**src/logic/reset_fault_pkg.sv**
```systemverilog
// constants, register map and state types for the reset and fault control block
// assumes one 125 MHz clock; all other files reach these by package::name
package reset_fault_pkg;

	localparam int CLK_MHZ = 125;

	// register offsets on the device register port
	localparam logic [7:0] ADDR_FAULT   = 8'h02;
	localparam logic [7:0] ADDR_WDCDIV  = 8'h27;
	localparam logic [7:0] ADDR_WDCFG1  = 8'h28;
	localparam logic [7:0] ADDR_WDCFG2  = 8'h29;
	localparam logic [7:0] ADDR_KEY     = 8'h2a;
	localparam logic [7:0] ADDR_PROTECT = 8'h2b;
	localparam logic [7:0] ADDR_RESET_OUTPUT_CONTROL = 8'h2c;
	localparam logic [7:0] ADDR_VARIANT = 8'h2d;

	// field positions
	localparam int PROTECT_BIT = 0;
	localparam int DBL_BIT     = 2;
	localparam int HOLD_LSB    = 0;
	localparam int FLT_PARITY  = 0;
	localparam int FLT_CLOCK   = 1;
	localparam int FLT_EN0     = 2;
	localparam int FLT_EN1     = 3;
	localparam int FLT_RSTPIN  = 4;
	localparam int FLT_BIST    = 5;
	localparam int FLT_DIAG    = 6;
	localparam int FLT_WDLOAD  = 7;

	// values after reset, before the first load from storage
	localparam logic [7:0] RST_CFG     = 8'h00;
	localparam logic [7:0] RST_VARIANT = 8'h5a; // arbitrary value

	// times and their cycle counts
	localparam int HOLD_MIN_NS   = 6000;
	localparam int HOLD_MIN_CYC  = HOLD_MIN_NS * CLK_MHZ / 1000;
	localparam int HOLD_8MS_MS   = 8;
	localparam int HOLD_16MS_MS  = 16;
	localparam int HOLD_32MS_MS  = 32;
	localparam int HOLD_8MS_CYC  = HOLD_8MS_MS * 1000 * CLK_MHZ;
	localparam int HOLD_16MS_CYC = HOLD_16MS_MS * 1000 * CLK_MHZ;
	localparam int HOLD_32MS_CYC = HOLD_32MS_MS * 1000 * CLK_MHZ;
	localparam int HOLD_W        = 22;
	localparam int RELOAD_NS     = 1000;
	localparam int RELOAD_CYC    = RELOAD_NS * CLK_MHZ / 1000;
	localparam int CLK_CHECK_NS  = 512;
	localparam int CLK_CHECK_CYC = CLK_CHECK_NS * CLK_MHZ / 1000;

	// storage word order for a configuration load
	localparam int OTP_WORDS = 7;
	localparam int WORD_CYC  = RELOAD_CYC / OTP_WORDS;
	localparam logic [2:0] IDX_PROTECT = 3'h0;
	localparam logic [2:0] IDX_RESET_OUTPUT_CONTROL = 3'h1;
	localparam logic [2:0] IDX_WDCDIV  = 3'h2;
	localparam logic [2:0] IDX_WDCFG1  = 3'h3;
	localparam logic [2:0] IDX_WDCFG2  = 3'h4;
	localparam logic [2:0] IDX_VARIANT = 3'h5;
	localparam logic [2:0] IDX_FAULT   = 3'h6;

	typedef enum logic [1:0] {LD_IDLE, LD_WAIT_REC, LD_RUN} load_state_t;

endpackage

```
**src/logic/otp_word_decode.sv**
```systemverilog
// single-error-correcting decoder for one 12-bit storage word
// assumes the word is read combinationally from storage on the same clock
module otp_word_decode (
	input  wire logic [11:0] code,      // codeword, bit i is position i+1
	output logic      [7:0]  data,      // corrected data byte
	output logic             corrected  // a single bit was repaired
);
	logic [3:0]  syn;
	logic [11:0] fixed;

	always_comb begin
		syn = 4'h0;
		for (int p = 1; p <= 12; p++) begin
			if (code[p-1])
				syn = syn ^ 4'(p);
		end
		fixed = code;
		corrected = 1'b0;
		if (syn != 4'h0 && syn <= 4'hc) begin
			fixed[syn - 4'h1] = ~code[syn - 4'h1];
			corrected = 1'b1;
		end
		data = {fixed[11], fixed[10], fixed[9], fixed[8], fixed[6], fixed[5], fixed[4], fixed[2]};
	end
endmodule

```
**src/logic/reset_fault_control.sv**
```systemverilog
// reset pin control, fault routing, watchdog register protection and config reload
// assumes watchdog pulses and the register port come from logic on clk;
// pins and comparator outputs are asynchronous and are synchronised here
// What this block does
// - protect bit blocks watchdog writes except key, protect
// - select clear: reset on every watchdog violation
// - select set: two consecutive violations; refresh clears count
// - hold reset 8, 16 or 32 ms
// - hold code zero gives about 6 us pulse
// - read-only eight-bit factory variant code
// - enable zero falling edge reloads after recorder finishes
// - reload leaves timestamps untouched
// - optional reload on watchdog fault
// - reload completes in about 1 us
// - stored configuration corrected for single-bit errors
// - fault register shows parity, clock, pins, self-test
// - host reads reset pin level
// - host reads both enable input levels
// - clock stuck or slow asserts reset
// - register parity error asserts reset
// - comparator stuck asserts reset, sets flag
// - rail high, low or off asserts reset
// - supply lockout asserts reset
// - early refresh or window expiry are violations
module reset_fault_control #(
	parameter int unsigned CHANNELS      = 7,
	parameter int unsigned HOLD_8MS_CYC  = reset_fault_pkg::HOLD_8MS_CYC,
	parameter int unsigned HOLD_16MS_CYC = reset_fault_pkg::HOLD_16MS_CYC,
	parameter int unsigned HOLD_32MS_CYC = reset_fault_pkg::HOLD_32MS_CYC
) (
	input  wire logic                clk,           // 125 MHz
	input  wire logic                sys_rst,       // synchronous, active high
	input  wire logic                reg_wr,        // register write strobe
	input  wire logic                reg_rd,        // register read strobe
	input  wire logic [7:0]          reg_addr,      // register offset
	input  wire logic [7:0]          reg_wdata,     // write data
	output logic      [7:0]          reg_rdata,     // read data, cycle after reg_rd
	output logic                     wd_key_wr,     // key register write to watchdog
	output logic      [7:0]          wd_cdiv,       // watchdog divider register
	output logic      [7:0]          wd_cfg1,       // watchdog window register
	output logic      [7:0]          wd_cfg2,       // watchdog enable register
	input  wire logic                wd_early,      // pulse: refresh in closed window
	input  wire logic                wd_expired,    // pulse: open window expired
	input  wire logic                wd_refresh_ok, // pulse: valid refresh
	input  wire logic [CHANNELS-1:0] rail_ov,       // rail too high
	input  wire logic [CHANNELS-1:0] rail_uv,       // rail too low
	input  wire logic [CHANNELS-1:0] rail_off,      // rail shut down
	input  wire logic [CHANNELS-1:0] comp_stuck,    // comparator diagnostic failed
	input  wire logic                uvlo,          // supply lockout tripped
	input  wire logic                bist_fail,     // self-test result
	input  wire logic                recorder_done, // sequence recorder finished
	input  wire logic                en0_pin,       // enable input zero
	input  wire logic                en1_pin,       // enable input one
	input  wire logic                osc_mon_pin,   // system clock under check
	input  wire logic                rst_pin_in,    // reset pin readback
	output logic                     rst_pin_out,   // reset pin drive level
	output logic                     rst_pin_oe_n,  // low while reset pin pulled low
	output logic      [2:0]          otp_index,     // storage word address
	input  wire logic [11:0]         otp_code,      // storage word with check bits
	output logic                     load_busy      // configuration load running
);
	localparam int SW = 4 * CHANNELS + 5;

	logic [SW-1:0] sync1_reg, sync2_reg;
	logic [CHANNELS-1:0] ov_s, uv_s, off_s, stuck_s;
	logic uvlo_s, en0_s, en1_s, osc_s, rstpin_s;
	logic en0_d_reg, osc_d_reg;
	logic [7:0] clk_cnt_reg;
	logic clk_fault_reg;
	logic viol, viol_cnt_reg, wd_rst_reg;
	logic diag_flag_reg;
	logic lock_reg, lock_next, reload_cfg_reg, reload_cfg_next;
	logic [2:0] reset_output_control_reg, reset_output_control_next;
	logic [7:0] cdiv_next, cfg1_next, cfg2_next, variant_reg, variant_next;
	logic parity_reg, parity_fault;
	logic [7:0] otp_data;
	reset_fault_pkg::load_state_t ld_state_reg;
	logic [7:0] step_cnt_reg;
	logic [2:0] idx_reg;
	logic por_pend_reg, wd_pend_reg, en0_pend_reg;
	logic take_run, take_en0, word_load, bus_wr_ok;
	logic cause, rst_active_reg;
	logic [reset_fault_pkg::HOLD_W-1:0] hold_cnt_reg, hold_target;

	// two-flop synchronisers for every asynchronous input
	always_ff @(posedge clk) begin
		sync1_reg <= {rail_ov, rail_uv, rail_off, comp_stuck,
			uvlo, en0_pin, en1_pin, osc_mon_pin, rst_pin_in};
		sync2_reg <= sync1_reg;
	end
	assign {ov_s, uv_s, off_s, stuck_s, uvlo_s, en0_s, en1_s, osc_s, rstpin_s} = sync2_reg;

	// clock check: no rising edge for too long covers stuck high, stuck low and slow
	always_ff @(posedge clk) begin
		if (sys_rst) begin
			osc_d_reg <= 1'b0;
			clk_cnt_reg <= 8'h00;
			clk_fault_reg <= 1'b0;
		end else begin
			osc_d_reg <= osc_s;
			if (osc_s && !osc_d_reg)
				clk_cnt_reg <= 8'h00;
			else if (clk_cnt_reg != 8'(reset_fault_pkg::CLK_CHECK_CYC))
				clk_cnt_reg <= clk_cnt_reg + 8'h01;
			clk_fault_reg <= (clk_cnt_reg == 8'(reset_fault_pkg::CLK_CHECK_CYC));
		end
	end

	// watchdog violation counting
	assign viol = wd_early | wd_expired;
	always_ff @(posedge clk) begin
		if (sys_rst) begin
			viol_cnt_reg <= 1'b0;
			wd_rst_reg <= 1'b0;
		end else begin
			wd_rst_reg <= 1'b0;
			if (viol) begin
				if (!reset_output_control_reg[reset_fault_pkg::DBL_BIT] || viol_cnt_reg) begin
					wd_rst_reg <= 1'b1;
					viol_cnt_reg <= 1'b0;
				end else begin
					viol_cnt_reg <= 1'b1;
				end
			end else if (wd_refresh_ok) begin
				viol_cnt_reg <= 1'b0;
			end
		end
	end

	// comparator diagnostic flag, set wins over a host clear
	always_ff @(posedge clk) begin
		if (sys_rst)
			diag_flag_reg <= 1'b0;
		else if (|stuck_s)
			diag_flag_reg <= 1'b1;
		else if (bus_wr_ok && reg_addr == reset_fault_pkg::ADDR_FAULT
			&& reg_wdata[reset_fault_pkg::FLT_DIAG])
			diag_flag_reg <= 1'b0;
	end

	// configuration registers: a load from storage beats a host write
	assign bus_wr_ok = reg_wr && !load_busy;
	assign wd_key_wr = reg_wr && reg_addr == reset_fault_pkg::ADDR_KEY;
	otp_word_decode u_decode (
		.code      (otp_code),
		.data      (otp_data),
		.corrected ()
	);

	always_comb begin
		lock_next = lock_reg;
		reset_output_control_next = reset_output_control_reg;
		cdiv_next = wd_cdiv;
		cfg1_next = wd_cfg1;
		cfg2_next = wd_cfg2;
		variant_next = variant_reg;
		reload_cfg_next = reload_cfg_reg;
		// timestamp registers live outside and are never touched here
		if (word_load) begin
			case (idx_reg)
				reset_fault_pkg::IDX_PROTECT: lock_next = otp_data[reset_fault_pkg::PROTECT_BIT];
				reset_fault_pkg::IDX_RESET_OUTPUT_CONTROL: reset_output_control_next = otp_data[2:0];
				reset_fault_pkg::IDX_WDCDIV:  cdiv_next = otp_data;
				reset_fault_pkg::IDX_WDCFG1:  cfg1_next = otp_data;
				reset_fault_pkg::IDX_WDCFG2:  cfg2_next = otp_data;
				reset_fault_pkg::IDX_VARIANT: variant_next = otp_data;
				reset_fault_pkg::IDX_FAULT:   reload_cfg_next = otp_data[reset_fault_pkg::FLT_WDLOAD];
				default: ;
			endcase
		end else if (bus_wr_ok) begin
			case (reg_addr)
				reset_fault_pkg::ADDR_PROTECT: lock_next = reg_wdata[reset_fault_pkg::PROTECT_BIT];
				reset_fault_pkg::ADDR_RESET_OUTPUT_CONTROL: reset_output_control_next = reg_wdata[2:0];
				reset_fault_pkg::ADDR_WDCDIV:  if (!lock_reg) cdiv_next = reg_wdata;
				reset_fault_pkg::ADDR_WDCFG1:  if (!lock_reg) cfg1_next = reg_wdata;
				reset_fault_pkg::ADDR_WDCFG2:  if (!lock_reg) cfg2_next = reg_wdata;
				reset_fault_pkg::ADDR_FAULT:   reload_cfg_next = reg_wdata[reset_fault_pkg::FLT_WDLOAD];
				default: ;
			endcase
		end
	end

	// parity travels with every legitimate update, so only an upset can break it
	always_ff @(posedge clk) begin
		if (sys_rst) begin
			lock_reg <= 1'b0;
			reset_output_control_reg <= reset_fault_pkg::RST_CFG[2:0];
			wd_cdiv <= reset_fault_pkg::RST_CFG;
			wd_cfg1 <= reset_fault_pkg::RST_CFG;
			wd_cfg2 <= reset_fault_pkg::RST_CFG;
			variant_reg <= reset_fault_pkg::RST_VARIANT;
			reload_cfg_reg <= 1'b0;
			parity_reg <= ^{reset_fault_pkg::RST_CFG[2:0], reset_fault_pkg::RST_CFG,
				reset_fault_pkg::RST_CFG, reset_fault_pkg::RST_CFG, reset_fault_pkg::RST_VARIANT};
		end else begin
			lock_reg <= lock_next;
			reset_output_control_reg <= reset_output_control_next;
			wd_cdiv <= cdiv_next;
			wd_cfg1 <= cfg1_next;
			wd_cfg2 <= cfg2_next;
			variant_reg <= variant_next;
			reload_cfg_reg <= reload_cfg_next;
			parity_reg <= ^{lock_next, reset_output_control_next, cdiv_next, cfg1_next, cfg2_next,
				variant_next, reload_cfg_next};
		end
	end
	assign parity_fault = parity_reg != ^{lock_reg, reset_output_control_reg, wd_cdiv, wd_cfg1, wd_cfg2,
		variant_reg, reload_cfg_reg};

	// configuration load sequencer
	assign take_run = ld_state_reg == reset_fault_pkg::LD_IDLE && (por_pend_reg || wd_pend_reg);
	assign take_en0 = ld_state_reg == reset_fault_pkg::LD_IDLE && !take_run && en0_pend_reg;
	assign load_busy = ld_state_reg == reset_fault_pkg::LD_RUN;
	assign word_load = load_busy && step_cnt_reg == 8'(reset_fault_pkg::WORD_CYC - 1);
	assign otp_index = idx_reg;

	always_ff @(posedge clk) begin
		if (sys_rst) begin
			en0_d_reg <= 1'b0;
			por_pend_reg <= 1'b1;
			wd_pend_reg <= 1'b0;
			en0_pend_reg <= 1'b0;
		end else begin
			en0_d_reg <= en0_s;
			por_pend_reg <= por_pend_reg && !take_run;
			wd_pend_reg <= (wd_rst_reg && reload_cfg_reg) || (wd_pend_reg && !take_run);
			en0_pend_reg <= (en0_d_reg && !en0_s) || (en0_pend_reg && !take_en0);
		end
	end

	always_ff @(posedge clk) begin
		if (sys_rst) begin
			ld_state_reg <= reset_fault_pkg::LD_IDLE;
			step_cnt_reg <= 8'h00;
			idx_reg <= 3'h0;
		end else begin
			case (ld_state_reg)
				reset_fault_pkg::LD_IDLE: begin
					step_cnt_reg <= 8'h00;
					idx_reg <= 3'h0;
					if (take_run)
						ld_state_reg <= reset_fault_pkg::LD_RUN;
					else if (take_en0)
						ld_state_reg <= reset_fault_pkg::LD_WAIT_REC;
				end
				reset_fault_pkg::LD_WAIT_REC: begin
					if (recorder_done)
						ld_state_reg <= reset_fault_pkg::LD_RUN;
				end
				reset_fault_pkg::LD_RUN: begin
					if (word_load) begin
						step_cnt_reg <= 8'h00;
						if (idx_reg == 3'(reset_fault_pkg::OTP_WORDS - 1))
							ld_state_reg <= reset_fault_pkg::LD_IDLE;
						else
							idx_reg <= idx_reg + 3'h1;
					end else begin
						step_cnt_reg <= step_cnt_reg + 8'h01;
					end
				end
				default: ld_state_reg <= reset_fault_pkg::LD_IDLE;
			endcase
		end
	end

	// reset pin: any cause pulls it low, hold timer runs once all are gone
	assign cause = (|ov_s) | (|uv_s) | (|off_s) | (|stuck_s) | uvlo_s
		| clk_fault_reg | parity_fault | wd_rst_reg;

	always_comb begin
		case (reset_output_control_reg[reset_fault_pkg::HOLD_LSB +: 2])
			2'b01:   hold_target = reset_fault_pkg::HOLD_W'(HOLD_8MS_CYC);
			2'b10:   hold_target = reset_fault_pkg::HOLD_W'(HOLD_16MS_CYC);
			2'b11:   hold_target = reset_fault_pkg::HOLD_W'(HOLD_32MS_CYC);
			default: hold_target = reset_fault_pkg::HOLD_W'(reset_fault_pkg::HOLD_MIN_CYC);
		endcase
	end

	always_ff @(posedge clk) begin
		if (sys_rst) begin
			rst_active_reg <= 1'b1;
			hold_cnt_reg <= '0;
		end else if (cause) begin
			rst_active_reg <= 1'b1;
			hold_cnt_reg <= '0;
		end else if (rst_active_reg) begin
			if (hold_cnt_reg >= hold_target - reset_fault_pkg::HOLD_W'(1))
				rst_active_reg <= 1'b0;
			else
				hold_cnt_reg <= hold_cnt_reg + reset_fault_pkg::HOLD_W'(1);
		end
	end
	assign rst_pin_out = 1'b0;
	assign rst_pin_oe_n = !rst_active_reg;

	// register reads
	always_ff @(posedge clk) begin
		if (sys_rst) begin
			reg_rdata <= 8'h00;
		end else if (reg_rd) begin
			case (reg_addr)
				reset_fault_pkg::ADDR_FAULT: reg_rdata <= {reload_cfg_reg, diag_flag_reg, bist_fail,
					rstpin_s, en1_s, en0_s, clk_fault_reg, parity_fault};
				reset_fault_pkg::ADDR_WDCDIV:  reg_rdata <= wd_cdiv;
				reset_fault_pkg::ADDR_WDCFG1:  reg_rdata <= wd_cfg1;
				reset_fault_pkg::ADDR_WDCFG2:  reg_rdata <= wd_cfg2;
				reset_fault_pkg::ADDR_PROTECT: reg_rdata <= {7'h00, lock_reg};
				reset_fault_pkg::ADDR_RESET_OUTPUT_CONTROL: reg_rdata <= {5'h00, reset_output_control_reg};
				reset_fault_pkg::ADDR_VARIANT: reg_rdata <= variant_reg;
				default: reg_rdata <= 8'h00;
			endcase
		end
	end
endmodule

```
**config.mk**
```make
export PLATFORM = sky130hd
export DESIGN_NAME = reset_fault_control
export DESIGN_NICKNAME = d
export VERILOG_FILES = /design/src/logic/reset_fault_pkg.sv /design/src/logic/otp_word_decode.sv /design/src/logic/reset_fault_control.sv
export SDC_FILE = /design/constraint.sdc
export NUM_CORES = 1
export LEC_CHECK = 0
export BUFFER_PORTS_ARGS = -buffer_cell sky130_fd_sc_hd__buf_4
export CAP_MARGIN = 20
export CORE_MARGIN = 2
export CORE_UTILIZATION = 55
export DETAILED_ROUTE_END_ITERATION = 7
export PLACE_DENSITY = 0.77
export SLEW_MARGIN = 10
export SYNTH_ARGS = -nofsm -noshare
export SYNTH_HDL_FRONTEND = slang
export SYNTH_SLANG_ARGS = --single-unit
export TNS_END_PERCENT = 10
```
**constraint.sdc**
```tcl
create_clock -name clk -period 10.3 [get_ports clk]
set_clock_uncertainty 0.2 [all_clocks]
set_input_delay 1.545 -clock clk [delete_from_list [all_inputs] [get_ports clk]]
set_output_delay 1.545 -clock clk [all_outputs]
set_load 0.005 [all_outputs]
```
# Yosys cells after proc, flatten, opt, wreduce, memory -nomap -nowiden
# Index checks and enable logic that the tools add are counted.
[totals]
ramBits = 0
elab_cells = 199
reg_bits = 165
in_bits = 70
out_inout_bits = 39
mem_count = 0
romBits = 0
latchBits = 0
[classes]
mul = 0
n_mux = 68
addsub = 6
bitwise = 22
n_lt_le_gt_ge = 4
div = 0
n_reduce_logical = 45
eq_ne = 28
n_shift = 0
[ops]
columns = ["op", "count"]
rows = [
  ["2-to-1 mux 8 bit", 18],
  ["parity 37 bit", 2],
  ["case mux 22 bit (3 select lines)", 1],
  ["== test 8 x 6 -> 1 bit (second input constant)", 7],
  ["case mux 8 bit (7 select lines)", 1],
  ["2-to-1 mux 3 bit", 10],
  ["OR reduction 7 bit", 4],
  ["adder 22 x 1 -> 22 bit (second input constant)", 1],
  [">= comparator 22 bit", 1],
  ["subtractor 22 x 1 -> 22 bit (second input constant)", 1],
  ["2-to-1 mux 4 bit", 5],
  ["2-to-1 mux 1 bit", 19],
  ["adder 8 x 1 -> 8 bit (second input constant)", 2],
  ["logical AND 1 bit", 16],
  ["case mux 8 bit (2 select lines)", 1],
  ["2-to-1 mux 2 bit", 7],
  ["bitwise mux 12 bit", 1],
  ["2-to-1 mux 12 bit", 1],
  ["inverter 2 bit", 6],
  ["== test 3 bit (second input constant)", 3],
  ["== test 8 x 2 -> 1 bit (second input constant)", 1],
  ["== test 8 x 5 -> 1 bit (second input constant)", 1],
  ["== test 8 x 7 -> 1 bit (second input constant)", 1],
  ["inequality test 8 x 7 -> 1 bit (second input constant)", 1],
  ["31 further kinds", 62],
]

# Depth between registers and ports, before layout
[logic_depth]
word_depth = 30
ltp_mapped = 16
depth_no_buf = 15

# Cells and area by module
# From an unflattened synthesis, not the netlist that was laid out.
[hier_totals]
cells_unflattened = 877
area_unflattened_um2 = 8117.8
[modules_own_cells]
columns = ["module", "cells_each", "area_each_um2", "seq_area_each_um2", "instances"]
rows = [
  ["reset_fault_control", 789, 7394.6, 3303.2, 1],
  ["otp_word_decode", 88, 723.2, 0.0, 1],
]

# Worst setup path after synthesis
# No wires, ideal clock.
[synth_path]
kind = "in2reg"
start = "input otp_code[6]"
end = "register parity_reg"
path_stages = 15
n_path_buf = 1
required_time_ns = 9.972
path_slack_ns = 4.725
t_arrival_ns = 5.247
path_cell_list = "buf_6 xnor2_1 xnor3_2 ha_1 inv_1 and4_1 nor4_1 o21ai_1 mux2_2 o21ai_0 xnor3_1 xnor2_1 xnor3_1 xnor3_1 nor2_1"
[synth_between]
elab_chain_len = 18
[synth_lines]
columns = ["element", "line_no", "rtl"]
rows = [
  ["start, declared", "reset_fault_control.sv:59", "input wire logic [11:0] otp_code,"],
  ["2-to-1 mux 3 bit", "otp_word_decode.sv:14", "if (code[p-1])"],
  ["2-to-1 mux 4 bit", "otp_word_decode.sv:14", ""],
  ["inverter 2 bit (no source line) or 2-to-1 mux 4 bit (tied branches)", "-", ""],
  ["2-to-1 mux 4 bit or inverter 2 bit (tied branches)", "-", ""],
  ["2-to-1 mux 4 bit", "otp_word_decode.sv:14", ""],
  ["inverter 3 bit (no source line)", "-", ""],
  ["2-to-1 mux 4 bit (2 in a row)", "otp_word_decode.sv:14", ""],
  ["subtractor 4 x 1 -> 4 bit", "otp_word_decode.sv:20", "fixed[syn - 4'h1] = ~code[syn - 4'h1];"],
  ["< comparator 4 x 5 -> 1 bit (implied by the code) or >= comparator 4 x 1 -> 1 bit (tied branches)", "otp_word_decode.sv:20", ""],
  ["logical AND 1 bit (implied by the code)", "otp_word_decode.sv:20", ""],
  ["2-to-1 mux 1 bit (implied by the code)", "otp_word_decode.sv:20", ""],
  ["demux 1 bit (select 4 bit)", "-", ""],
  ["bitwise mux 12 bit", "otp_word_decode.sv:20", ""],
  ["2-to-1 mux 12 bit *", "otp_word_decode.sv:19", "if (syn != 4'h0 && syn <= 4'hc) begin"],
  ["2-to-1 mux 1 bit, or another cell as far along", "reset_fault_control.sv:160", "case (idx_reg)"],
  ["2-to-1 mux 1 bit, or another cell as far along", "reset_fault_control.sv:159", "if (word_load) begin"],
  ["parity 37 bit *", "reset_fault_control.sv:203", "parity_reg <= ^{lock_next, reset_output_control_next, cdiv_next, cfg1_next, cfg2_next,"],
  ["end signal, assigned", "reset_fault_control.sv:193", "parity_reg <= ^{reset_fault_pkg::RST_CFG[2:0], reset_fault_pkg::RST_CFG,"],
  ["end signal, assigned", "reset_fault_control.sv:203", ""],
  ["end, declared", "reset_fault_control.sv:75", "logic parity_reg, parity_fault;"],
]
# Every way passes the cells marked *; elsewhere a longest branch is shown, timed or not. The select of a mux whose other input is x is not followed.
# A chain may end at the register's enable or synchronous reset.

# Worst setup path in the final report
[layout_path]
start = "input otp_code[8]"
end = "register parity_reg"
[layout_between]
elab_chain_len = 17
[layout_lines]
columns = ["element", "line_no"]
rows = [
  ["2-to-1 mux 4 bit", "otp_word_decode.sv:14"],
  ["inverter 2 bit (no source line)", "-"],
  ["2-to-1 mux 4 bit", "otp_word_decode.sv:14"],
  ["inverter 3 bit (no source line)", "-"],
  ["2-to-1 mux 4 bit", "otp_word_decode.sv:14"],
  ["inverter 2 bit (no source line)", "-"],
  ["2-to-1 mux 4 bit", "otp_word_decode.sv:14"],
  ["subtractor 4 x 1 -> 4 bit", "otp_word_decode.sv:20"],
  ["< comparator 4 x 5 -> 1 bit (implied by the code) or >= comparator 4 x 1 -> 1 bit (tied branches)", "otp_word_decode.sv:20"],
  ["logical AND 1 bit (implied by the code)", "otp_word_decode.sv:20"],
  ["2-to-1 mux 1 bit (implied by the code)", "otp_word_decode.sv:20"],
  ["demux 1 bit (select 4 bit)", "-"],
  ["bitwise mux 12 bit", "otp_word_decode.sv:20"],
  ["2-to-1 mux 12 bit *", "otp_word_decode.sv:19"],
  ["2-to-1 mux 1 bit, or another cell as far along", "reset_fault_control.sv:160"],
  ["2-to-1 mux 1 bit, or another cell as far along", "reset_fault_control.sv:159"],
  ["parity 37 bit *", "reset_fault_control.sv:203"],
]
# Marked as above.

==> impl_metrics.yaml <==
clock_network:
  cts_num_sinks: 165
  h-tree-depth: 4
  clk_latency_ns: 0.43
  cts_buffers: 17
  cts_root_buf: "clkbuf_16"
  cts_hold_buf: 0
  clk_pin_slew_worst_paths_ns: 0.07
  clock_path_buffers: 2
  cts_setup_buffers: 0
  cts_tree: "yes"
  ctsResizeCount: 0
route:
  wl_um: 20300
  drt_iter0_markers: 744
  ant_nets: 0
  route.vias.total: 6868
  drc: 0
  drt-vias-per-instance: 5.86
  first_pass_iters: 8
  wl_per_cell_um: 17.3
timing:
  timing.slew.headroom: 0.364
  rsz0062_at_grt: "false"
  finalSetupViolCount: 0
  fin_crit_sh: 0.557
  layout_setup_ws_ns: 4.56
  maxSlewViolCount: 0
  clock.fmax_mhz: 174
  worstMarginPinSlew_ns: 0.927
  fin_tns_setup_ns: 0
  hold_violations: 0
  fin_crit_ns: 5.74
die:
  die_area_um2: 15800
  start_util: 0.562
  die_w_um: 126
  ioPinCount: 109
  fp-row-count: 44
  die_h_um: 126
  fp.coreArea_um2: 14500
worst_hold_path:
  hp-class: "reg -> reg"
  min_path_cells: 0
  hold_path_startpoint: "sync1_reg[9]"
  worst_hold_path.endpoint: "sync2_reg[9]"
setup_path:
  path_class: "in -> reg"
  slowest_delay_ns: 0.71
  cp-start-kind: "primary input"
  r2r-end: "parity_reg"
  cp_common_cell: "xnor3_1"
  r2r_start: "ld_state_reg[0]"
  regToRegSetupSlack_ns: 5.56
  reg2reg_depth: 13
  crit_chain: "buf_4 > xnor2_4 > xnor3_1 > inv_2 > ha_1 > inv_1 > or3_1 > a32o_1 > mux2i_1 > a21o_1 > a21oi_1 > o21ai_0 > xor2_1 > xnor3_1 > xnor3_1 > nor2_1"
  critPathRequiredTime_ns: 10.46
  cpMaxStageDelayCell: "mux2i_1"
  critPathBufInv: 3
  cp-end-kind: "flip-flop"
  crit_family: "XOR/XNOR gates"
  arrival_ns: 5.90
  crit_fanout: 9
global_route:
  globalRouteTotalUtil: 0.259
  grt_pass1_vias: 6478
  grt_pass1_wl_um: 32800
  grt_max_degree: 71
  antenna_found_initial: 0
  overflow: 0
placement:
  portBuffers: 107
  place.gp.congestion: 0.920
  placed_cells: 1140
  placed_area_um2: 9050
  dp_slack_ns: 4.29
  dpl.hpwl_um: 14900
synth:
  yosysSeqAreaShare: 0.405
  yosys-top-cells-area: "dfxtp_1, xnor2_1, ha_1"
  synthCells: 881
  syn_nets: 984
  yosysTopAreaCell: "dfxtp_1"
  synth-main-ff-cell: "dfxtp_1"
  avgSynthCellArea_um2: 9.27
  ys_ff_latch: 165
  synth_edf_count: 0
  synth_area_um2: 8160
  post-synth-top-area-fraction: 0.405
  yosys_warnings: 0
  ys_types: 79
  synthArstFlopShare: 0
power_and_ir_drop:
  power-per-cell-area_nw_per_um2: 153
  sw_frac_of_total: 0.280
  power.switching_uw: 413
  p_seq_frac: 0.449
  vdd_drop_max_mv: 0.148
  report.power.total_mw: 1.47
  pwr-share-clk: 0.427
  intPower_mw: 1.06
  p_leak_nw: 3.96
  pwr-share-comb: 0.124
cells_and_area:
  register_area_um2: 3300
  multi_input_area_um2: 4570
  final_area_um2: 9650
  layout.cells.non_filler: 1172
  nFillCells: 1205
  area_growth_pct: 18.2
  nNetsFinal: 1078
  diodes: 0
  final_common_cell: "dfxtp_1"
  mostFrequentLayoutCells: "dfxtp_1, buf_4, nor2_1"
  drive_gt1_frac: 0.167
run:
  drv_cap: 0
run_status:
  status: "finished clean"
[how the worst max path moves through the flow]
stage | cells after the start | slack [ns] | start | endpoint
2_1_floorplan | 15 | 4.73 | otp_code[6] | parity_reg
3_3_place_gp | 16 | 4.41 | otp_code[8] | parity_reg
3_5_place_dp | 16 | 4.29 | otp_code[8] | parity_reg
4_1_cts | 15 | 4.69 | otp_code[6] | parity_reg
5_1_grt | 16 | 4.36 | otp_code[8] | parity_reg
6_report | 16 | 4.56 | otp_code[8] | parity_reg
[stage by stage]
| stage | utilization | hold slack [ns] |
|---|---|---|
| 6_report | 0.664 | 0.123 |
| 5_1_grt | 0.664 | 0.125 |
| 4_1_cts | 0.664 | 0.125 |
| 3_5_place_dp | 0.622 | 0.112 |
| 3_3_place_gp | 0.622 | 0.110 |
| 2_1_floorplan | - | 0.110 |
[layout make-up]
| cell class | instances | share of cell area |
|---|---|---|
| Multi-Input combinational cell | 648 | 0.473 |
| Sequential cell | 165 | 0.342 |
| Timing Repair Buffer | 109 | 0.0845 |
| Clock buffer | 17 | 0.0441 |
| Tap cell | 184 | 0.0239 |
| Clock inverter | 15 | 0.0185 |
| Inverter | 34 | 0.0132 |
[metal layers]
layer / part of all wire / GRT usage
met1: 0.44 / 0.346
met2: 0.45 / 0.411
met3: 0.088 / 0.0688
met4: 0.022 / 0.0847
met5: 0 / 0
[kinds of logic after synthesis]
logic type      after synthesis  synth area share
xor+xnor                    107             0.144
compound gates              181             0.146
flops                       165             0.405
mux                          25            0.0320
fa+ha+maj                    33            0.0506
simple gates                301             0.187
buf+inv                      68            0.0356
other cells                   1          0.000459
[synth_stat cells, types with 2 or more instances]
master	instances
o31ai_1	3
and3_1	17
a21oi_1	55
dfxtp_1	165
xnor2_4	3
a222oi_1	5
xnor3_1	10
mux2_2	2
a21o_1	3
a211oi_1	13
nand2b_1	11
clkbuf_1	25
a2bb2oi_1	2
or3_1	9
ha_1	33
nand4b_1	2
a41oi_1	2
mux2i_1	21
o21ai_0	35
nor2_1	92
buf_4	2
o21ai_1	6
nand2_1	54
or4_1	5
o22a_1	9
and2_1	5
or2_2	3
and4_1	2
nand3_1	23
nor3_1	17
a221oi_1	5
nand4_1	11
a22oi_1	10
o22ai_1	10
nor4_1	16
xnor2_1	63
a22o_1	2
nor2b_1	19
xnor2_2	2
xor2_1	27
inv_1	32
nand3b_1	6
buf_2	4
a211o_1	3
buf_6	3
[power by group through the flow]
stage	Clock [mW]	Combinational (mW)	Sequential, mW
finish	0.629	0.182	0.662
global route	0.671	0.198	0.664
global placement	0	0.176	0.676
CTS	0.641	0.180	0.662
detailed placement	0	0.179	0.677
floorplan	0	0.128	0.674
No activity file was read; power rests on OpenSTA's default activity.
